--- config.mk ---
export PLATFORM = sky130hd
export DESIGN_NAME = pager_frame_packet_builder
export DESIGN_NICKNAME = d
export VERILOG_FILES = /design/src/design/pager_pkg.sv /design/src/design/pager_frame_packet_builder.sv
export SDC_FILE = /design/constraint.sdc
export NUM_CORES = 1
export LEC_CHECK = 0
export BUFFER_PORTS_ARGS = -buffer_cell sky130_fd_sc_hd__buf_2
export CELL_PAD_IN_SITES_DETAIL_PLACEMENT = 1
export CELL_PAD_IN_SITES_GLOBAL_PLACEMENT = 1
export CORE_AREA = 2 2 189 191
export CTS_CLUSTER_SIZE = 40
export DETAILED_ROUTE_END_ITERATION = 16
export DIE_AREA = 0 0 191 193
export GPL_ROUTABILITY_DRIVEN = 0
export GPL_TIMING_DRIVEN = 0
export PLACE_DENSITY_LB_ADDON = 0.1
export SLEW_MARGIN = 20
export SYNTH_ARGS = -nofsm -noshare
export SYNTH_HDL_FRONTEND = slang
export SYNTH_SLANG_ARGS = --single-unit
--- constraint.sdc ---
create_clock -name pclk -period 10.1 [get_ports pclk]
set_clock_uncertainty 0.2 [all_clocks]
set_input_delay 0 -clock pclk [delete_from_list [all_inputs] [get_ports pclk]]
set_output_delay 0 -clock pclk [all_outputs]
set_load 0.02 [all_outputs]
--- src/design/pager_pkg.sv ---
// Purpose: Shared constants and types for the paging frame packet builder.
// Assumes: 10 MHz pclk; deinterleaved codewords arrive in block order.
// Notes:   Field positions refer to the 21 information bits of a codeword.
package pager_pkg;
   localparam int CLK_HZ        = 10_000_000;
   localparam int FRAME_TIME_US = 1_875_000;
   localparam int FRAME_CYCLES  = FRAME_TIME_US * (CLK_HZ / 1_000_000);
   localparam int BLOCKS        = 11;
   localparam logic [3:0] LAST_BLOCK = 4'hA;
   localparam logic [6:0] LAST_WORD  = 7'h57;
   localparam logic [3:0] MAX_CYCLE  = 4'hE;
   // Rate codes reported by the second sync.
   localparam logic [1:0] RATE_1600 = 2'h0;
   localparam logic [1:0] RATE_3200 = 2'h1;
   localparam logic [1:0] RATE_6400 = 2'h2;
   // Register byte offsets.
   localparam logic [7:0] A_CTRL   = 8'h00;
   localparam logic [7:0] A_FRAME  = 8'h04;
   localparam logic [7:0] A_ADDR1  = 8'h08;
   localparam logic [7:0] A_ADDR2  = 8'h0C;
   localparam logic [7:0] A_ACFG   = 8'h10;
   localparam logic [7:0] A_STATUS = 8'h14;
   localparam int CTRL_EN  = 0;
   localparam int CTRL_TIF = 1;
   localparam int ACFG_LONG = 0;
   localparam int ACFG_TONE = 1;
   localparam int FRM_MASK_LSB = 8;
   localparam logic [1:0]  CTRL_RST  = 2'h0;
   localparam logic [13:0] FRAME_RST = 14'h0000;
   localparam logic [20:0] ADDR_RST  = 21'h000000;
   localparam logic [1:0]  ACFG_RST  = 2'h0;
   // Codeword information layouts.
   localparam int BIW_F_LSB  = 0;
   localparam int BIW_S_LSB  = 3;
   localparam int B1_XTR_LSB = 0;
   localparam int B1_VS_LSB  = 2;
   localparam int VEC_MS_LSB = 0;
   localparam int VEC_ML_LSB = 7;
   // Block information word formats and time field limits.
   localparam logic [2:0] F_DATE = 3'h1;
   localparam logic [2:0] F_TIME = 3'h2;
   localparam logic [2:0] F_ZONE = 3'h5;
   localparam logic [3:0] SYS_T0 = 4'h4;
   localparam logic [3:0] SYS_T1 = 4'h5;
   localparam logic [5:0] MIN_MAX   = 6'h3B;
   localparam logic [4:0] HOUR_MAX  = 5'h17;
   localparam logic [4:0] ZONE_MAX  = 5'h0F;
   localparam logic [3:0] MONTH_MAX = 4'hC;
   // Packet types.
   localparam logic [1:0] PKT_BIW  = 2'h0;
   localparam logic [1:0] PKT_ADDR = 2'h1;
   localparam logic [1:0] PKT_VEC  = 2'h2;
   localparam logic [1:0] PKT_MSG  = 2'h3;
   typedef enum logic [2:0] {ST_IDLE, ST_FIW, ST_SYNC2, ST_DATA, ST_SAVE}
      dec_state_t;
endpackage

--- src/design/pager_frame_packet_builder.sv ---
// Purpose: Frame structure tracker and host packet builder for a pager.
// Assumes: Words arrive deinterleaved, block by block, phase by phase.
// Notes:   One user address, short or long; packets are 40 bits wide.
// Contract
// - Year is five bits modulo 32, passed unchanged to the host.
// - Coarse seconds are three bits in 7.5 second steps, passed unchanged.
// - Minute above 59 is flagged as an error in the packet.
// - Hour above 23 is flagged as an error in the packet.
// - Accurate seconds in 1/64 minute units are passed unchanged.
// - Daylight bit one means standard time; passed unchanged.
// - Zone codes 0 to 15 are valid; higher codes are flagged.
// - Only assigned frames are processed; others battery save.
// - A frame is sync then exactly eleven blocks of data.
// - Rate selects one, two or four phases.
// - Eight words per block per phase, words numbered 0 to 87.
// - Sync one, frame info with frame and cycle, then sync two.
// - Field boundaries are tracked per phase, apart from block bounds.
// - Short or long address; non tone address pairs with a vector.
// - For long address, word after vector is first message word.
// - Battery save when no address hit by end of address fields.
// - Packets go out block by block and phase by phase.
// - The first block information word of a phase is never sent.
// - Block info packets carry error, phase code and format code.
// - Time and date words are sent only while forwarding is enabled.
//
// The address map and register access over APB are this design's own decisions.
module pager_frame_packet_builder
   import pager_pkg::*;
#(
   parameter int FRAME_CYC = pager_pkg::FRAME_CYCLES
)
(
   input  wire logic        pclk,
   input  wire logic        presetn,
   input  wire logic [7:0]  paddr,
   input  wire logic        psel,
   input  wire logic        penable,
   input  wire logic        pwrite,
   input  wire logic [31:0] pwdata,
   output logic      [31:0] prdata,
   output logic             pready,
   output logic             pslverr,
   input  wire logic        sync1_det,
   input  wire logic        fiw_valid,
   input  wire logic [6:0]  fiw_frame,
   input  wire logic [3:0]  fiw_cycle,
   input  wire logic        sync2_det,
   input  wire logic [1:0]  sync2_rate,
   input  wire logic        cw_valid,
   output logic             cw_ready,
   input  wire logic [20:0] cw_info,
   input  wire logic        cw_err,
   output logic             pkt_valid,
   input  wire logic        pkt_ready,
   output logic      [39:0] pkt_data,
   output logic             battery_save
);
   import pager_pkg::*;

   dec_state_t  state_r;
   logic [1:0]  ctrl_r;
   logic [13:0] frm_r;
   logic [20:0] addr1_r;
   logic [20:0] addr2_r;
   logic [1:0]  acfg_r;
   logic [31:0] prdata_r;
   logic [6:0]  frame_r;
   logic [3:0]  cycle_r;
   logic [1:0]  rate_r;
   logic [31:0] tmr_r;
   logic [2:0]  widx_r;
   logic [1:0]  pidx_r;
   logic [3:0]  blk_r;
   logic        pkt_valid_r;
   logic [39:0] pkt_data_r;
   logic        bsave_r;

   // Register decode; the slave always answers in the access cycle.
   wire sel_ctrl = paddr == A_CTRL;
   wire sel_frm  = paddr == A_FRAME;
   wire sel_a1   = paddr == A_ADDR1;
   wire sel_a2   = paddr == A_ADDR2;
   wire sel_acfg = paddr == A_ACFG;
   wire sel_stat = paddr == A_STATUS;
   wire mapped   = sel_ctrl | sel_frm | sel_a1 | sel_a2 | sel_acfg | sel_stat;
   wire apb_wr   = psel & penable & pwrite & mapped;
   wire apb_setup_rd = psel & ~penable & ~pwrite;
   wire [31:0] status_w = {17'h00000, bsave_r, state_r == ST_DATA,
                           rate_r, cycle_r, frame_r};
   wire [31:0] rd_mux =
      sel_ctrl ? {30'h0, ctrl_r}   : sel_frm  ? {18'h0, frm_r}  :
      sel_a1   ? {11'h0, addr1_r}  : sel_a2   ? {11'h0, addr2_r} :
      sel_acfg ? {30'h0, acfg_r}   : sel_stat ? status_w : 32'h0;
   assign pready  = 1'b1;
   assign pslverr = psel & penable & ~mapped;
   assign prdata  = prdata_r;

   // Read data is captured in the setup cycle so it comes from a flop.
   always_ff @(posedge pclk or negedge presetn)
   begin
      if (!presetn)
      begin
         ctrl_r   <= CTRL_RST;
         frm_r    <= FRAME_RST;
         addr1_r  <= ADDR_RST;
         addr2_r  <= ADDR_RST;
         acfg_r   <= ACFG_RST;
         prdata_r <= 32'h0;
      end
      else
      begin
         if (apb_wr && sel_ctrl) ctrl_r  <= pwdata[1:0];
         if (apb_wr && sel_frm)  frm_r   <= pwdata[13:0];
         if (apb_wr && sel_a1)   addr1_r <= pwdata[20:0];
         if (apb_wr && sel_a2)   addr2_r <= pwdata[20:0];
         if (apb_wr && sel_acfg) acfg_r  <= pwdata[1:0];
         if (apb_setup_rd)       prdata_r <= rd_mux;
      end
   end

   // Frame level sequencing and word position within the frame.
   wire        en       = ctrl_r[CTRL_EN];
   wire        tif_en   = ctrl_r[CTRL_TIF];
   wire        cfg_long = acfg_r[ACFG_LONG];
   wire        cfg_tone = acfg_r[ACFG_TONE];
   wire [6:0]  fmask    = frm_r[FRM_MASK_LSB +: 7];
   wire        assigned = ((fiw_frame ^ frm_r[6:0]) & ~fmask) == 7'h00;
   wire        fiw_ok   = en && assigned && fiw_cycle <= MAX_CYCLE;
   wire [1:0]  nph_last = rate_r == RATE_6400 ? 2'h3 :
                          rate_r == RATE_3200 ? 2'h1 : 2'h0;
   wire [1:0]  ph_code  = rate_r == RATE_3200 ? {pidx_r[0], 1'b0} : pidx_r;
   wire [6:0]  word_no  = {blk_r, widx_r};
   assign cw_ready = ~pkt_valid_r | pkt_ready;
   wire        take      = cw_valid & cw_ready;
   wire        data_take = take & (state_r == ST_DATA);
   wire        blk_end   = widx_r == 3'h7 && pidx_r == nph_last;
   wire        last_word = blk_end && blk_r == LAST_BLOCK;
   wire        tmr_out   = tmr_r >= 32'(FRAME_CYC - 1);
   logic       save_go;

   // The frame timer guards against a lost sync leaving the tracker stuck.
   always_ff @(posedge pclk or negedge presetn)
   begin
      if (!presetn)
      begin
         state_r <= ST_IDLE;
         frame_r <= 7'h00;
         cycle_r <= 4'h0;
         rate_r  <= RATE_1600;
         tmr_r   <= 32'h0;
         widx_r  <= 3'h0;
         pidx_r  <= 2'h0;
         blk_r   <= 4'h0;
         bsave_r <= 1'b0;
      end
      else if (sync1_det && en)
      begin
         state_r <= ST_FIW;
         tmr_r   <= 32'h0;
         bsave_r <= 1'b0;
      end
      else
      begin
         if (state_r != ST_IDLE) tmr_r <= tmr_r + 32'h1;
         case (state_r)
            ST_IDLE: bsave_r <= 1'b1;
            ST_FIW:
               if (fiw_valid)
               begin
                  frame_r <= fiw_frame;
                  cycle_r <= fiw_cycle;
                  state_r <= fiw_ok ? ST_SYNC2 : ST_SAVE;
                  bsave_r <= ~fiw_ok;
               end
            ST_SYNC2:
               if (sync2_det)
               begin
                  rate_r  <= sync2_rate;
                  state_r <= ST_DATA;
                  widx_r  <= 3'h0;
                  pidx_r  <= 2'h0;
                  blk_r   <= 4'h0;
               end
            ST_DATA:
               if (save_go)
               begin
                  state_r <= ST_SAVE;
                  bsave_r <= 1'b1;
               end
               else if (data_take)
               begin
                  widx_r <= widx_r + 3'h1;
                  if (widx_r == 3'h7)
                     pidx_r <= blk_end ? 2'h0 : pidx_r + 2'h1;
                  if (blk_end) blk_r <= blk_r + 4'h1;
                  if (last_word) state_r <= ST_IDLE;
               end
            ST_SAVE: bsave_r <= 1'b1;
            default: state_r <= ST_IDLE;
         endcase
         if (tmr_out && state_r != ST_IDLE) state_r <= ST_IDLE;
         if (!en) state_r <= ST_IDLE;
      end
   end
   assign battery_save = bsave_r;

   // Per phase field tracking, read back for the phase now arriving.
   logic [6:0] as_w [4];
   logic [6:0] vs_w [4];
   logic [6:0] vp_w [4];
   logic [6:0] ms_w [4];
   logic [7:0] me_w [4];
   logic [3:0] hit_w, vpend_w, lpend_w, mnext_w, mact_w, done_w;
   wire  [6:0] cur_as = as_w[pidx_r];
   wire  [6:0] cur_vs = vs_w[pidx_r];
   wire  [6:0] cur_vp = vp_w[pidx_r];
   wire  [6:0] cur_ms = ms_w[pidx_r];
   wire  [7:0] cur_me = me_w[pidx_r];
   wire        is_biw1 = word_no == 7'h00;
   wire        in_biw  = !is_biw1 && word_no < cur_as;
   wire        in_addr = !is_biw1 && word_no >= cur_as && word_no < cur_vs;
   wire        in_vect = !is_biw1 && word_no >= cur_vs;
   wire [6:0]  vec_slot = 7'(cur_vs + (word_no - cur_as));
   wire        a1_eq = !cw_err && cw_info == addr1_r;
   wire        a2_eq = !cw_err && cw_info == addr2_r;
   wire        lp    = lpend_w[pidx_r];
   wire        short_hit = in_addr && !lp && !cfg_long && a1_eq;
   wire        lng_first = in_addr && !lp && cfg_long && a1_eq;
   wire        lng_hit   = in_addr && lp && a2_eq;
   wire        addr_hit  = short_hit | lng_hit;
   wire        vec_hit   = vpend_w[pidx_r] && in_vect && word_no == cur_vp;
   wire        mnext_hit = mnext_w[pidx_r] && word_no == 7'(cur_vp + 7'h1);
   wire        mwin_hit  = mact_w[pidx_r] && word_no > cur_vp &&
                           word_no >= cur_ms && {1'b0, word_no} < cur_me;
   wire        msg_hit   = in_vect && (mnext_hit | mwin_hit);
   wire [6:0]  b1_as = 7'(cw_info[B1_XTR_LSB +: 2]) + 7'h01;
   wire [6:0]  v_ms  = cw_info[VEC_MS_LSB +: 7];
   wire [7:0]  v_me  = {1'b0, v_ms} + {2'b00, cw_info[VEC_ML_LSB +: 6]};
   genvar g;
   generate
      for (g = 0; g < 4; g++)
      begin : g_ph
         logic [6:0] as_r, vs_r, vp_r, ms_r;
         logic [7:0] me_r;
         logic       hit_r, vpend_r, lpend_r, mnext_r, mact_r, done_r;
         wire        here = data_take && pidx_r == 2'(g);
         // Each phase keeps its own field bounds and call progress.
         always_ff @(posedge pclk or negedge presetn)
         begin
            if (!presetn)
               {as_r, vs_r, vp_r, ms_r, me_r, hit_r, vpend_r, lpend_r,
                mnext_r, mact_r, done_r} <= 42'h0;
            else if (sync1_det)
               {as_r, vs_r, vp_r, ms_r, me_r, hit_r, vpend_r, lpend_r,
                mnext_r, mact_r, done_r} <= 42'h0;
            else if (here)
            begin
               if (is_biw1)
               begin
                  as_r <= b1_as;
                  vs_r <= cw_info[B1_VS_LSB +: 7];
               end
               if (in_vect) done_r <= 1'b1;
               lpend_r <= lng_first;
               if (lng_first | short_hit) vp_r <= vec_slot;
               if (addr_hit)
               begin
                  hit_r   <= 1'b1;
                  vpend_r <= ~cfg_tone;
               end
               if (vec_hit)
               begin
                  vpend_r <= 1'b0;
                  ms_r    <= v_ms;
                  me_r    <= v_me;
                  mact_r  <= 1'b1;
                  mnext_r <= cfg_long;
               end
               else if (mnext_hit) mnext_r <= 1'b0;
            end
         end
         assign as_w[g] = as_r;
         assign vs_w[g] = vs_r;
         assign vp_w[g] = vp_r;
         assign ms_w[g] = ms_r;
         assign me_w[g] = me_r;
         assign hit_w[g]   = hit_r;
         assign vpend_w[g] = vpend_r;
         assign lpend_w[g] = lpend_r;
         assign mnext_w[g] = mnext_r;
         assign mact_w[g]  = mact_r;
         assign done_w[g]  = done_r | (g > nph_last);
      end
   endgenerate
   assign save_go = (&done_w) && !(|hit_w);
   // Block information words: time fields are checked against their ranges.
   wire [2:0]  bf = cw_info[BIW_F_LSB +: 3];
   wire [13:0] bs = cw_info[BIW_S_LSB +: 14];
   wire        f_date = bf == F_DATE;
   wire        f_time = bf == F_TIME;
   wire        f_zone = bf == F_ZONE && (bs[3:0] == SYS_T0 ||
                                         bs[3:0] == SYS_T1);
   wire        bad_date = f_date && (bs[13:10] == 4'h0 ||
                          bs[13:10] > MONTH_MAX || bs[9:5] == 5'h00);
   wire        bad_time = f_time && (bs[10:5] > MIN_MAX ||
                                     bs[4:0] > HOUR_MAX);
   wire        bad_zone = f_zone && bs[8:4] > ZONE_MAX;
   wire        b_err = cw_err | bad_date | bad_time | bad_zone;
   wire        biw_fwd = in_biw && tif_en &&
                         (cw_err || f_date || f_time || f_zone);
   // Anything not matched here is dropped: other pagers' words, the first block info word, a long address first word.
   wire        emit = data_take && !save_go &&
                      (biw_fwd | addr_hit | vec_hit | msg_hit);
   wire [1:0]  pk_type = biw_fwd ? PKT_BIW : addr_hit ? PKT_ADDR :
                         vec_hit ? PKT_VEC : PKT_MSG;
   wire [6:0]  pk_word = short_hit ? vec_slot : lng_hit ? cur_vp : word_no;
   wire [20:0] pk_info = biw_fwd ? {4'h0, bf, bs} : cw_info;
   wire        pk_err  = biw_fwd ? b_err : cw_err;
   wire [39:0] pk_all  = {pk_type, pk_err, ph_code, pk_word, 7'h00, pk_info};

   // The output stage holds one packet; the input stalls while it is full and pkt_ready is low.
   always_ff @(posedge pclk or negedge presetn)
   begin
      if (!presetn)
      begin
         pkt_valid_r <= 1'b0;
         pkt_data_r  <= 40'h0;
      end
      else if (emit)
      begin
         pkt_valid_r <= 1'b1;
         pkt_data_r  <= pk_all;
      end
      else if (pkt_ready) pkt_valid_r <= 1'b0;
   end
   assign pkt_valid = pkt_valid_r;
   assign pkt_data  = pkt_data_r;
endmodule

Word level (Yosys, flattened, before mapping) --
Index checks and enable logic that the tools add are counted.
Cells by class: reductions and logical operators 118, mux-type cells 172, bitwise logic cells 37, add/subtract/negate cells 9, magnitude comparators 18, equal/unequal tests 38
Operator list (number):
- $mux W7 | 46
- $mux W21 | 5
- $mux W8 | 11
- $mux W1 | 67
- $mux W32 | 2
- $bmux W7 S2 | 4
- $reduce_and A2 Y1 | 28
- $logic_and A1 B1 Y1 | 44
- $eq A21 B21 Y1 | 2
- $mux W3 | 12
- $add A32 B1 Y32 const B | 1
- $ge A32 B25 Y1 const B | 1
- $mux W15 | 2
- $reduce_bool A2 Y1 | 12
- $ge A7 B7 Y1 | 3
- $mux W2 | 9
- $or A1 B1 Y1 | 18
- $bmux W8 S2 | 1
- $eq A8 B4 Y1 const B | 2
- $eq A8 B5 Y1 const B | 2
- $mux W4 | 4
- $eq A7 B7 Y1 | 2
- $logic_not A7 Y1 | 2
- $lt A7 B7 Y1 | 2
- 62 further kinds | 110
Storage, ports and cells: input port bits 85, word-level logic and storage cells 453, bits in registers 352, output and inout bits 77

Logic depth before layout (Yosys ltp) --
Gate-level depths: netlist of the first run.
depth in word-level cells 16, gate-level depth with buffers 17, mapped depth without buffers 14

Worst setup path after synthesis of the first run --
No wires, ideal clock.
kind register to register, start point reg pidx_r[0], end point reg pkt_data_r[28] (netlist: pkt_data[28]), clock period less this slack 4.773 ns, library setup time 0.125 ns, stages on the path, launching flop included 17, required time 9.775 ns, path buffers 5, arrival 4.448 ns, slack 5.327 ns, path through dfrtp_1 > buf_6 > buf_6 > buf_2 > buf_1 > mux4_2 > inv_1 > ha_1 > nor2b_1 > o21a_1 > o21ai_0 > and4_1 > nor4b_2 > nor2b_1 > buf_1 > mux2_2 > mux2_4
Between the ends: word-level cells in the longest chain between the ends 15, elaborated cells on any way between the ends 63, classes of those cells add/sub (3); order compare (7); eq/ne (2); mux (25); bitwise (6); reduce/logical (20)
RTL lines:
- from (decl) | RTL line pager_frame_packet_builder.sv:72 | logic [1:0] pidx_r;
- from (signal assigned) | RTL line pager_frame_packet_builder.sv:194 | pidx_r <= blk_end ? 2'h0 : pidx_r + 2'h1;
- $not A2 Y3 (implied by the code)
- $bmux W7 S2 | RTL line pager_frame_packet_builder.sv:214 | wire [6:0] cur_as = as_w[pidx_r];
- $mux W7 (implied by the code) (2 in series) | RTL line pager_frame_packet_builder.sv:214
- $ge A7 B7 Y1 | RTL line pager_frame_packet_builder.sv:221 | wire in_addr = !is_biw1 && word_no >= cur_as && word_no < cur_vs;
- $logic_and A1 B1 Y1 (2 in series) | RTL line pager_frame_packet_builder.sv:221
- $logic_and A1 B1 Y1 (3 in series) | RTL line pager_frame_packet_builder.sv:227 | wire short_hit = in_addr && !lp && !cfg_long && a1_eq;
- $or A1 B1 Y1 | RTL line pager_frame_packet_builder.sv:230 | wire addr_hit = short_hit | lng_hit;
- $or A1 B1 Y1 (3 in series) | RTL line pager_frame_packet_builder.sv:313 | (biw_fwd | addr_hit | vec_hit | msg_hit);
- $logic_and A1 B1 Y1 | RTL line pager_frame_packet_builder.sv:312 | wire emit = data_take && !save_go &&
- to (signal assigned) | RTL line pager_frame_packet_builder.sv:332 | pkt_data_r <= pk_all;
- to (decl) | RTL line pager_frame_packet_builder.sv:75 | logic [39:0] pkt_data_r;
Parallel ways exist; a longest one is shown, timed or not. The select of a mux whose other input is x is not followed. A chain may end at the register's enable or synchronous reset.

Worst setup path in the final report of the first run --
start point reg pidx_r[1], end point reg g_ph[0].ms_r[5]
Between the ends: word-level cells in the longest chain between the ends 10, elaborated cells on any way between the ends 19, classes of those cells order compare (1); eq/ne (1); mux (8); bitwise (1); reduce/logical (8)
RTL lines:
- $not A2 Y3 (implied by the code) | RTL line pager_frame_packet_builder.sv:215, pager_frame_packet_builder.sv:216
- $bmux W7 S2 | RTL line pager_frame_packet_builder.sv:215 | wire [6:0] cur_vs = vs_w[pidx_r];
- $mux W7 (implied by the code) (2 in series) | RTL line pager_frame_packet_builder.sv:215
- $ge A7 B7 Y1 | RTL line pager_frame_packet_builder.sv:222 | wire in_vect = !is_biw1 && word_no >= cur_vs;
- $logic_and A1 B1 Y1 | RTL line pager_frame_packet_builder.sv:222
- $logic_and A1 B1 Y1 (2 in series) | RTL line pager_frame_packet_builder.sv:231 | wire vec_hit = vpend_w[pidx_r] && in_vect && word_no == cur_vp;
- $reduce_bool A2 Y1 (no source line)
- $reduce_and A2 Y1 (no source line) *
- to (signal assigned) | RTL line pager_frame_packet_builder.sv:274 | ms_r <= v_ms;
- to (decl) | RTL line pager_frame_packet_builder.sv:243 | logic [6:0] as_r, vs_r, vp_r, ms_r;
Every way passes the cells marked *; elsewhere a longest branch is shown, timed or not. The select of a mux whose other input is x is not followed.

==> results of run 1 <==
[cells in the mapped netlist, types with 17 or more instances]
| cell | n | area (µm²) |
|---|---|---|
| nand2_1 | 159 | 597 |
| ha_1 | 64 | 801 |
| xnor2_1 | 30 | 263 |
| a31oi_1 | 17 | 106 |
| nand2b_1 | 18 | 113 |
| inv_1 | 66 | 248 |
| clkbuf_1 | 71 | 267 |
| nor2_1 | 108 | 405 |
| dfrtp_1 | 325 | 8130 |
| mux4_2 | 36 | 811 |
| a21oi_1 | 87 | 435 |
| nand3_1 | 38 | 190 |
| nor4_1 | 21 | 131 |
| mux2i_1 | 47 | 470 |
| nand4_1 | 35 | 219 |
| buf_4 | 19 | 143 |
| mux2_2 | 122 | 1370 |
| xor2_1 | 67 | 587 |
| o21ai_0 | 105 | 526 |
[worst max path at each step]
stage / start / to / slack, ns
6_report: pidx_r[1]$_DFFE_PN0P_ / g_ph[0].ms_r[5]$_DFFE_PN0P_ / 3.45
5_1_grt: pidx_r[0]$_DFFE_PN0P_ / g_ph[0].ms_r[5]$_DFFE_PN0P_ / 3.11
4_1_cts: pidx_r[1]$_DFFE_PN0P_ / g_ph[0].ms_r[5]$_DFFE_PN0P_ / 3.58
3_5_place_dp: pidx_r[1]$_DFFE_PN0P_ / g_ph[0].ms_r[5]$_DFFE_PN0P_ / 3.64
3_3_place_gp: presetn / cycle_r[2]$_DFFE_PN0P_ / 2.39
2_1_floorplan: pidx_r[0]$_DFFE_PN0P_ / pkt_data[28]$_DFFE_PN0P_ / 5.33
[cell families (layout without fill, tap and decap cells)]
logic type,after synthesis,in the layout,share of synthesized area
xor+xnor,98,98,0.0496
other cells,2,19,0.000430
mux,213,213,0.159
simple gates,466,466,0.129
fa+ha+maj,68,68,0.0505
buf+inv,177,464,0.0444
flops,325,325,0.466
compound gates,297,297,0.101
[worst max-delay path, stage by stage, from the launching register on]
cell and delay (ns):
dfrtp_1 0.48, buf_2 0.39, buf_1 0.58, clkbuf_1 0.79, mux4_2 0.46, inv_1 0.11
ha_1 0.25, nor4b_1 0.43, inv_1 0.08, o211ai_1 0.39, nor3b_1 0.50, clkbuf_1 0.54
buf_1 0.54, nand2_1 0.45, nand2_1 0.19, a21oi_1 0.10
[layout make-up]
cell class              instances  area, µm²
fillers                      3806      14000
clock buffers                  55       1100
plain buffers                 111        527
clock inverters                12        170
flip-flops and latches        325       8130
well taps                     461        577
repair buffers                220       1630
multi-input cells            1161       8620
inverters                      66        248
[power by group through the flow]
stage	clock network [mW]	logic, mW	registers (mW)
finish	1.42	0.460	1.42
global route	1.49	0.501	1.43
CTS	1.43	0.455	1.42
detailed placement	0	0.428	1.44
global placement	0	0.406	1.44
floorplan	0	0.246	1.45
[per-layer routing]
layer	vias up	wire [µm]	GRT usage
li1	6330	-	-
met5	-	0	0
met3	117	2980	0.0521
met2	431	29300	0.561
met1	7286	24000	0.406
met4	0	1740	0.105
[per-stage QoR]
step	setup WS, ns	hold WS [ns]	power [mW]
global route	3.11	0.0465	3.42
finish	3.45	0.0343	3.30
CTS	3.58	0.0236	3.31
floorplan	5.33	-0.496	1.69
global placement	2.39	0.0172	1.84
detailed placement	3.64	-0.358	1.87
[flip-flops by register name, indices dropped and copies added, names as in the netlist, 4 cells and up]
signal	flops
g_ph.me_r	32
g_ph.done_r	4
frm_r	14
g_ph.hit_r	4
g_ph.as_r	12
g_ph.lpend_r	4
tmr_r	32
addr2_r	21
g_ph.vpend_r	4
frame_r	7
pkt_data	33
g_ph.mnext_r	4
g_ph.ms_r	28
addr1_r	21
g_ph.vp_r	28
blk_r	4
prdata	21
g_ph.mact_r	4
g_ph.vs_r	28
cycle_r	4
[repair_timing]
item / in CTS / in global routing
resized for setup: 0 / 0
hold endpoints to repair: 492 / 19
hold buffers: 85 / 1
==> metrics.md, run 1 <==
| Metric | Value |
|---|---|
| Area after DPL | 18900 µm² |
| Clock root buffer | clkbuf_16 |
| Routed length per instance | 24.1 µm |
| Worst VDD drop | 0.120 mV |
| Max-cap violations | 0 |
| Syn. warnings | 0 |
| Die X | 191 µm |
| CTS tree | yes |
| Critical path peak fanout | 10 |
| Mapped cell area | 17500 µm² |
| CTS Buf Count | 38 |
| Sw frac | 0.272 |
| CTS H-tree lvls | 2 |
| Crit path DAT | 6.84 ns |
| Global Route Usage Sum | 0.320 |
| NetSw | 897 µW |
| Pleak | 9.69 nW |
| Final WL | 58000 µm |
| Post-synthesis cell count | 1646 |
| Seq/Total Area, Yosys | 0.466 |
| Commonest register cell after synthesis | dfrtp_1 |
| Antenna viol nets, final | 0 |
| Area growth syn-to-layout | 20.3% |
| RSZ-0062 raised after global routing | false |
| Startpoint types | flop |
| IO Count | 162 |
| Vias per cell | 5.87 |
| Clock Path Buffers | 3 |
| Reg power frac | 0.431 |
| Worst-Margin Slew | 1.11 ns |
| Crit end category | flop |
| Synth async-reset ratio | 1.00 |
| Post-synth EDFFs | 0 |
| Setup TNS | 0 ns |
| Pins Over Slew Limit | 0 |
| Final #Nets | 2076 |
| Hold EP | addr2_r[14]$_DFFE_PN0P_ |
| Internal | 2.40 mW |
| R2R Path End | g_ph[0].ms_r[5]$_DFFE_PN0P_ |
| Antenna cells | 0 |
| Clk_lat worst skew | 0.55 ns |
| Setup violations, final | 0 |
| Pwr/cell area | 157 nW/µm² |
| CP Data Required Time | 10.29 ns |
| Dpl cells | 2258 |
| Routed via count | 14200 |
| Clk network pwr share | 0.430 |
| Post-CTS Setup Inserts | 0 |
| DRT Pass-1 Iters | 5 |
| Port Buf Inserts | 130 |
| Worst min-delay path class | input port to flop |
| Initial Util | 0.499 |
| Tmin final | 6.65 ns |
| Initial DRC count | 760 |
| Clock sinks | 325 |
| Status | completed |
| Critical path class | flop to flop |
| DRC violations left | 0 |
| Commonest non-fill, non-tap cell in the layout | dfrtp_1 |
| Full die area | 36900 µm² |
| Clock transition at the registers of the reported paths | 0.06 ns |
| Max Freq | 0.150 GHz |
| Vias in the first global route | 15200 |
| Num rows | 69 |
| Commonest non-fill, non-tap cells in the layout | 325 x dfrtp_1, 159 x nand2_1, 137 x buf_2 |
| Worst-case reg-to-reg path depth | 15 |
| Worst r2r src | pidx_r[1]$_DFFE_PN0P_ |
| Combinational fraction of design power | 0.139 |
| Core Area | 35000 µm² |
| Die Y | 193 µm |
| First-pass GRT wire length | 89800 µm |
| Reg-to-reg slack, setup | 3.45 ns |
| Yosys reg bits | 325 |
| Hold Vio Cnt, Final | 0 |
| Post-route cell area | 21000 µm² |
| Hpwl dp | 40600 µm |
| Syn avg cell area | 10.6 µm² |
| Post-route clock period utilization | 0.658 |
| Layout cells sized above 1 | 0.206 |
| Synth unique cells | 63 |
| Slew headroom | 0.260 |
| Initial antenna violation count | 0 |
| Pin count of the biggest net entering global routing | 84 |
| Fin cells | 2411 |
| Final core occ | 0.601 |
| Grt total ovfl | 0 |
| Hold wc startpoint | pwdata[14] |
| WHS Path Cells | 3 |
Power figures use the tool's default switching activity.
==> run 2, diff against run 1 <==
--- a/config.mk
+++ b/config.mk
@@ -8,10 +8,10 @@
 export BUFFER_PORTS_ARGS = -buffer_cell sky130_fd_sc_hd__buf_2
 export CELL_PAD_IN_SITES_DETAIL_PLACEMENT = 1
 export CELL_PAD_IN_SITES_GLOBAL_PLACEMENT = 1
-export CORE_AREA = 2 2 189 191
+export CORE_AREA = 2 2 205 207
 export CTS_CLUSTER_SIZE = 40
 export DETAILED_ROUTE_END_ITERATION = 16
-export DIE_AREA = 0 0 191 193
+export DIE_AREA = 0 0 207 209
 export GPL_ROUTABILITY_DRIVEN = 0
 export GPL_TIMING_DRIVEN = 0
 export PLACE_DENSITY_LB_ADDON = 0.1
==> constraint.sdc (replaced) <==
create_clock -name pclk -period 5.7 [get_ports pclk]
set_clock_uncertainty 0.2 [all_clocks]
set_input_delay 0 -clock pclk [delete_from_list [all_inputs] [get_ports pclk]]
set_output_delay 0 -clock pclk [all_outputs]
set_load 0.02 [all_outputs]
==> run 2 against run 1 <==
  * Non-clock buffer count increased by 4
  * Sequential cell count did not move
  * Count of clock-buffer cells in the layout is 1 higher
  * Critical path depth decreased by 1
  * Global-route usage fell by 5.2 points
  * Critical path type unchanged
==> metrics.md, run 2 (same netlist as run 1, synthesis figures left out) <==
| Metric | Value |
|---|---|
| Status | completed |
| Hpwl dp | 41700 µm (+2.9%) |
| Initial antenna violation count | 2 (+2) |
| Pins Over Slew Limit | 0 (unchanged) |
| Vias in the first global route | 15000 (-1.4%) |
| Pleak | 9.76 nW (+0.65%) |
| FF/Latch Area | 8130 µm² (unchanged) |
| Max reg flops | 33 (unchanged) |
| Routed length per instance | 23.1 µm (-4.0%) |
| Hold Vio Cnt, Final | 0 (unchanged) |
| Critical path class | flop to flop |
| Tmin final | 5.34 ns (-1.31 ns) |
| Pwr/cell area | 276 nW/µm² (+76%) |
| Crit path DAT | 5.54 ns (-1.30 ns) |
| Global Route Usage Sum | 0.269 (-0.0516) |
| Clock root buffer | clkbuf_16 |
| Worst-Margin Slew | 1.15 ns (+0.0407 ns) |
| RSZ-0062 raised after global routing | false |
| Pin count of the biggest net entering global routing | 97 (+15%) |
| CTS Buf Count | 40 (+5.3%) |
| Critical path peak fanout | 19 (+9) |
| Filler cells | 4574 (+20%) |
| Final #Nets | 2082 (+0.29%) |
| CTS H-tree lvls | 2 (unchanged) |
| CTS tree | yes |
| Routed via count | 13900 (-1.9%) |
| Post-route cell area | 21200 µm² (+0.91%) |
| Vias per cell | 5.56 (-5.3%) |
| Area growth syn-to-layout | 21.4% |
| First-pass GRT wire length | 89600 µm (-0.17%) |
| Antenna viol nets, final | 0 (unchanged) |
| Post-route clock period utilization | 0.937 (+0.278) |
| Clock sinks | 325 (unchanged) |
| Initial Util | 0.423 (-0.0765) |
| Clock transition at the registers of the reported paths | 0.05 ns (about the same) |
| Commonest non-fill, non-tap cell in the layout | dfrtp_1 |
| Startpoint types | flop |
| Max Freq | 0.187 GHz (+25%) |
| Layout cells sized above 1 | 0.208 (+0.00273) |
| Worst min-delay path class | input port to flop |
| Worst VDD drop | 0.180 mV (+50%) |
| Final WL | 57700 µm (-0.58%) |
| Setup violations, final | 0 (unchanged) |
| Core Area | 41300 µm² (+18%) |
| Clk_lat worst skew | 0.57 ns (+0.02 ns) |
| Clock Path Buffers | 3 (unchanged) |
| DP Worst Slack | -0.979 ns (-4.62 ns) |
| Area after DPL | 18900 µm² (+0.37%) |
| Port Buf Inserts | 130 (unchanged) |
| Die X | 207 µm (+8.4%) |
| DRT Pass-1 Iters | 5 (unchanged) |
| Die Y | 209 µm (+8.3%) |
| Initial DRC count | 796 (+4.7%) |
| Commonest non-fill, non-tap cells in the layout | 325 x dfrtp_1, 159 x nand2_1, 136 x buf_2 |
| Max-cap violations | 0 (unchanged) |
| Num rows | 75 (+8.7%) |
| Full die area | 43300 µm² (+17%) |
| CP Data Required Time | 5.90 ns (-4.39 ns) |
| Crit end category | flop |
| Multi-input logic area | 8630 µm² (+0.17%) |
| Grt total ovfl | 0 (unchanged) |
| Slew headroom | 0.227 (-0.0331) |
| DRC violations left | 0 (unchanged) |
| Fin worst setup slack | 0.360 ns (-3.09 ns) |
| IO Count | 162 (unchanged) |
[run 2: cell types whose count changed in the layout (fill, tap and decap cells not counted), sizes merged]
cell / change
buf: -4
clkbuf: +2
clkinv: +7
clkinvlp: -2
diode: +1
dlygate4sd3: +7
inv: -2
[run 2: timing repair]
item                                    4_1_cts  5_1_grt
setup buffers                                 0        0
endpoints found under the setup margin      132       56
hold buffers                                 93        0
resized for setup                            14        6
endpoints found under the hold margin       500        0
[run 2: final cells by class]
class	instances	area share
inverter	66	0.0117
clock buffer	56	0.0525
timing repair buffer	226	0.0798
antenna	1	0.000118
clock inverter	15	0.00797
buffer	109	0.0251
multi-input combinational	1161	0.407
tap	539	0.0318
sequential	325	0.384
[run 2: critical path, stage by stage (launching register included)]
cell      delay (ns)
dfrtp_1         0.49
buf_2           0.58
clkbuf_2        0.54
mux4_2          0.43
inv_1           0.11
ha_1            0.25
nor4b_1         0.47
inv_1           0.08
o211ai_1        0.40
nor3b_2         0.38
clkbuf_2        0.32
buf_2           0.30
nand2_1         0.33
nand2_1         0.19
a21oi_1         0.09
[run 2: worst paths after layout]
kind,start,end,slack [ns],cells after the start
worst max-delay path,pidx_r[1]$_DFFE_PN0P_,g_ph[0].ms_r[3]$_DFFE_PN0P_,0.36,14
worst min-delay path,pwdata[18],addr2_r[18]$_DFFE_PN0P_,0.03,3
worst max register to register,pidx_r[1]$_DFFE_PN0P_,g_ph[0].ms_r[3]$_DFFE_PN0P_,0.36,14
worst min register to register,g_ph[3].vs_r[6]$_DFFE_PN0P_,g_ph[3].vs_r[6]$_DFFE_PN0P_,0.28,2
max in group asynchronous,presetn,prdata[18]$_DFFE_PN0P_,4.35,4
min in group asynchronous,presetn,g_ph[0].vp_r[6]$_DFFE_PN0P_,0.45,4
[run 2: per-stage QoR]
| stage | power [mW] | cells | hold WS, ns | utilization | TNS (ns) |
|---|---|---|---|---|---|
| finish | 5.86 | 2498 | 0.0339 | 0.513 | 0 |
| global placement | 3.28 | 2332 | 0.0354 | 0.456 | -703.00 |
| floorplan | 3.00 | 1663 | -0.496 | - | 0 |
| CTS | 5.91 | 2498 | 0.000180 | 0.513 | 0 |
| detailed placement | 3.31 | 2335 | -0.183 | 0.459 | -53.75 |
| global route | 6.08 | 2498 | 0.0404 | 0.513 | 0 |
[run 2: metal layers]
layer,GRT usage,part of all wire
met5,0,0
met2,0.472,0.50
met3,0.0371,0.039
met1,0.345,0.43
met4,0.0813,0.025
[run 2: report_power, final]
part,switching [mW],leakage (nW),internal [mW]
registers,0.0785,4.37,2.44
clock network,1.04,0.636,1.50
logic,0.471,4.75,0.336
==> run 3, diff against run 2 <==
--- a/config.mk
+++ b/config.mk
@@ -8,12 +8,13 @@
 export BUFFER_PORTS_ARGS = -buffer_cell sky130_fd_sc_hd__buf_2
 export CELL_PAD_IN_SITES_DETAIL_PLACEMENT = 1
 export CELL_PAD_IN_SITES_GLOBAL_PLACEMENT = 1
-export CORE_AREA = 2 2 205 207
+export CORE_AREA = 2 2 194 196
 export CTS_CLUSTER_SIZE = 40
 export DETAILED_ROUTE_END_ITERATION = 16
-export DIE_AREA = 0 0 207 209
+export DIE_AREA = 0 0 196 198
 export GPL_ROUTABILITY_DRIVEN = 0
 export GPL_TIMING_DRIVEN = 0
+export HOLD_SLACK_MARGIN = 0.15
 export PLACE_DENSITY_LB_ADDON = 0.1
 export SLEW_MARGIN = 20
 export SYNTH_ARGS = -nofsm -noshare
==> constraint.sdc (replaced) <==
create_clock -name pclk -period 5.6 [get_ports pclk]
set_clock_uncertainty 0.2 [all_clocks]
set_input_delay 0 -clock pclk [delete_from_list [all_inputs] [get_ports pclk]]
set_output_delay 0 -clock pclk [all_outputs]
set_load 0.02 [all_outputs]
==> run 3 against run 2 <==
  * Fmax grew 1.1%
  * Die area down 10%
  * Count of clock-buffer cells in the layout rose by 1
  * Sequential cell count unchanged
  * Hold slack better by 0.21 ns
  * Power increased by 3.1%
  * First-iteration DRC count rose by 25%
  * Combinational power up 6.8%
  * Routed wire length increased by 5.4%
  * Non-clock buffer count rose by 39
  * Sequential share of layout area decreased by 0.64 points
==> metrics.md, run 3 (same netlist as run 1, synthesis figures left out) <==
| Metric | Value |
|---|---|
| Initial DRC count | 995 (+25%) |
| Worst r2r src | pidx_r[1]$_DFFE_PN0P_ |
| IO Count | 162 (unchanged) |
| Critical path peak fanout | 19 (unchanged) |
| DRT Pass-1 Iters | 4 (-1) |
| Grt total ovfl | 0 (unchanged) |
| Routed length per instance | 24.6 µm (+6.7%) |
| Hold_ws | 0.245 ns (+0.211 ns) |
| Post-route clock period utilization | 0.944 (+0.00679) |
| Pin count of the biggest net entering global routing | 97 (unchanged) |
| Die Y | 198 µm (-5.3%) |
| Routed via count | 14500 (+4.3%) |
| DRC violations left | 0 (unchanged) |
| Reg-to-reg slack, setup | 0.32 ns (-0.04 ns) |
| Hpwl dp | 40900 µm (-1.9%) |
| Layout cells sized above 1 | 0.207 (-0.00176) |
| Port Buf Inserts | 130 (unchanged) |
| Antenna viol nets, final | 0 (unchanged) |
| Status | completed |
| Vias per cell | 5.87 (+5.5%) |
| CTS Buf Count | 38 (-5.0%) |
| GR Layer Usage met2 | 0.558 (+0.0861) |
| Vias in the first global route | 16000 (+6.8%) |
| CTS H-tree lvls | 2 (unchanged) |
| Clock sinks | 325 (unchanged) |
| Hold Vio Cnt, Final | 0 (unchanged) |
| Pleak | 9.94 nW (+1.9%) |
| CP bufs+invs | 6 (unchanged) |
| Max Freq | 0.189 GHz (+1.1%) |
| Max-cap violations | 0 (unchanged) |
| Hold EP | pkt_data[6]$_DFFE_PN0P_ |
| WHS Path Cells | 4 (+1) |
| Busiest grt layer | met2 |
| Pwr/cell area | 280 nW/µm² (+1.4%) |
| Initial Util | 0.472 (+0.0496) |
| Worst VDD drop | 0.208 mV (+16%) |
| Setup TNS | 0 ns (unchanged) |
| Clk_lat worst skew | 0.55 ns (-0.02 ns) |
| Final #Nets | 2119 (+1.8%) |
| Pwr Total | 6.04 mW (+3.1%) |
| Post-CTS Setup Inserts | 0 (unchanged) |
| Clock root buffer | clkbuf_16 |
| Clock transition at the registers of the reported paths | 0.06 ns (about the same) |
| CTS tree | yes |
| Crit end category | flop |
| R2R Path End | g_ph[0].ms_r[0]$_DFFE_PN0P_ |
| Final WL | 60800 µm (+5.4%) |
| RSZ-0062 raised after global routing | false |
| Critical path class | flop to flop |
| Startpoint types | flop |
| Worst-Margin Slew | 1.06 ns (-0.0875 ns) |
| Cell family with most CP delay | buffers and inverters |
| Worst min-delay path class | input port to flop |
| Core Area | 37000 µm² (-10%) |
| Slew headroom | 0.291 (+0.0642) |
| Worst-case reg-to-reg path depth | 14 (unchanged) |
| Setup violations, final | 0 (unchanged) |
| Pins Over Slew Limit | 0 (unchanged) |
| First-pass GRT wire length | 94800 µm (+5.8%) |
| Max reg flops | 33 (unchanged) |
| CP Data Required Time | 5.80 ns (-0.10 ns) |
| Clock Path Buffers | 3 (unchanged) |
| Commonest non-fill, non-tap cells in the layout | 325 x dfrtp_1, 159 x nand2_1, 136 x buf_2 |
| Cells along the critical path | buf_2 -> clkbuf_2 -> mux4_2 -> inv_1 -> ha_1 -> nor4b_2 -> inv_1 -> o211ai_1 -> nor3b_2 -> clkbuf_2 -> buf_2 -> nand2_1 -> nand2_1 -> a21oi_1 |
| Global Route met3 Usage | 0.0501 (+0.0130) |
| Critical Path Max Stage Delay | 0.56 ns (-0.02 ns) |
| Commonest non-fill, non-tap cell in the layout | dfrtp_1 |
| Full die area | 38800 µm² (-10%) |
| Hold wc startpoint | cw_info[9] |
| Num rows | 71 (-5.3%) |
| Crit path DAT | 5.48 ns (-0.06 ns) |
| Area growth syn-to-layout | 23.5% |
| Critical-path top delay cell | buf_2 |
| Initial antenna violation count | 1 (-1) |
| Tmin final | 5.28 ns (-0.0556 ns) |
| Global Route Usage Sum | 0.321 (+0.0519) |
| Die X | 196 µm (-5.3%) |
| GR Util met1 | 0.392 (+0.0471) |
==> run 3: cell types whose count changed in the layout (fill, tap and decap cells not counted), moves of 2 or more <==
cell / change
clkbuf_1: -4
clkbuf_16: -2
clkbuf_8: +7
clkinv_2: -5
dlygate4sd3_1: +39
==> run 3: worst max-delay path by stage <==
stage	start	end	slack [ns]	depth (start not counted)
global placement	presetn	frame_r[4]$_DFFE_PN0P_	-2.09	1
CTS	pidx_r[0]$_DFFE_PN0P_	pkt_data[29]$_DFFE_PN0P_	0.02	16
detailed placement	pidx_r[1]$_DFFE_PN0P_	g_ph[0].ms_r[0]$_DFFE_PN0P_	-1.03	15
finish	pidx_r[1]$_DFFE_PN0P_	g_ph[0].ms_r[0]$_DFFE_PN0P_	0.32	14
floorplan	pidx_r[0]$_DFFE_PN0P_	pkt_data[28]$_DFFE_PN0P_	0.83	16
global route	pidx_r[1]$_DFFE_PN0P_	g_ph[0].ms_r[3]$_DFFE_PN0P_	0.10	14
==> run 3: worst min-delay path, cell delays in order <==
cell and delay [ns]:
dlygate4sd3_1 0.53, buf_2 0.19, mux2i_1 0.14, o21ai_0 0.08
==> run 3: final cells by class <==
class,count,area (µm²)
Multi-Input combinational cell,1161,8660
Clock buffer,57,1140
Sequential cell,325,8130
Timing Repair Buffer,265,2080
Buffer,109,533
Antenna cell,1,2.50
Clock inverter,11,161
Tap cell,474,593
Inverter,66,248
Fill cell,3976,15400
==> run 3: power breakdown <==
part | switching [mW] | total, mW | leakage [nW] | internal [mW]
clock | 1.02 | 2.62 | 0.643 | 1.59
sequential | 0.0833 | 2.56 | 4.37 | 2.48
combinational | 0.500 | 0.861 | 4.92 | 0.361
total | 1.61 | 6.04 | 9.94 | 4.43
==> run 3: through the flow <==
step,instances,area [µm²],util,worst slack (ns)
after detailed placement,2270,18900,0.510,-1.03
after global placement,2267,18800,0.508,-2.09
final,2469,21600,0.583,0.316
after global routing,2468,21600,0.583,0.103
after floorplan,1663,17500,-,0.827
after CTS,2469,21500,0.582,0.0186
==> run 3: repair_timing <==
item / CTS / global route
gates resized for setup: 15 / 8
setup endpoints to repair: 132 / 65
endpoints found under the hold margin: 471 / 0
hold buffers: 132 / 0
pin swaps: 0 / 0
==> run 3: per-layer routing <==
layer	wire length [µm]	vias up
li1	-	6431
met3	3160	158
met1	24400	7438
met5	0	-
met2	30400	469
met4	2830	0
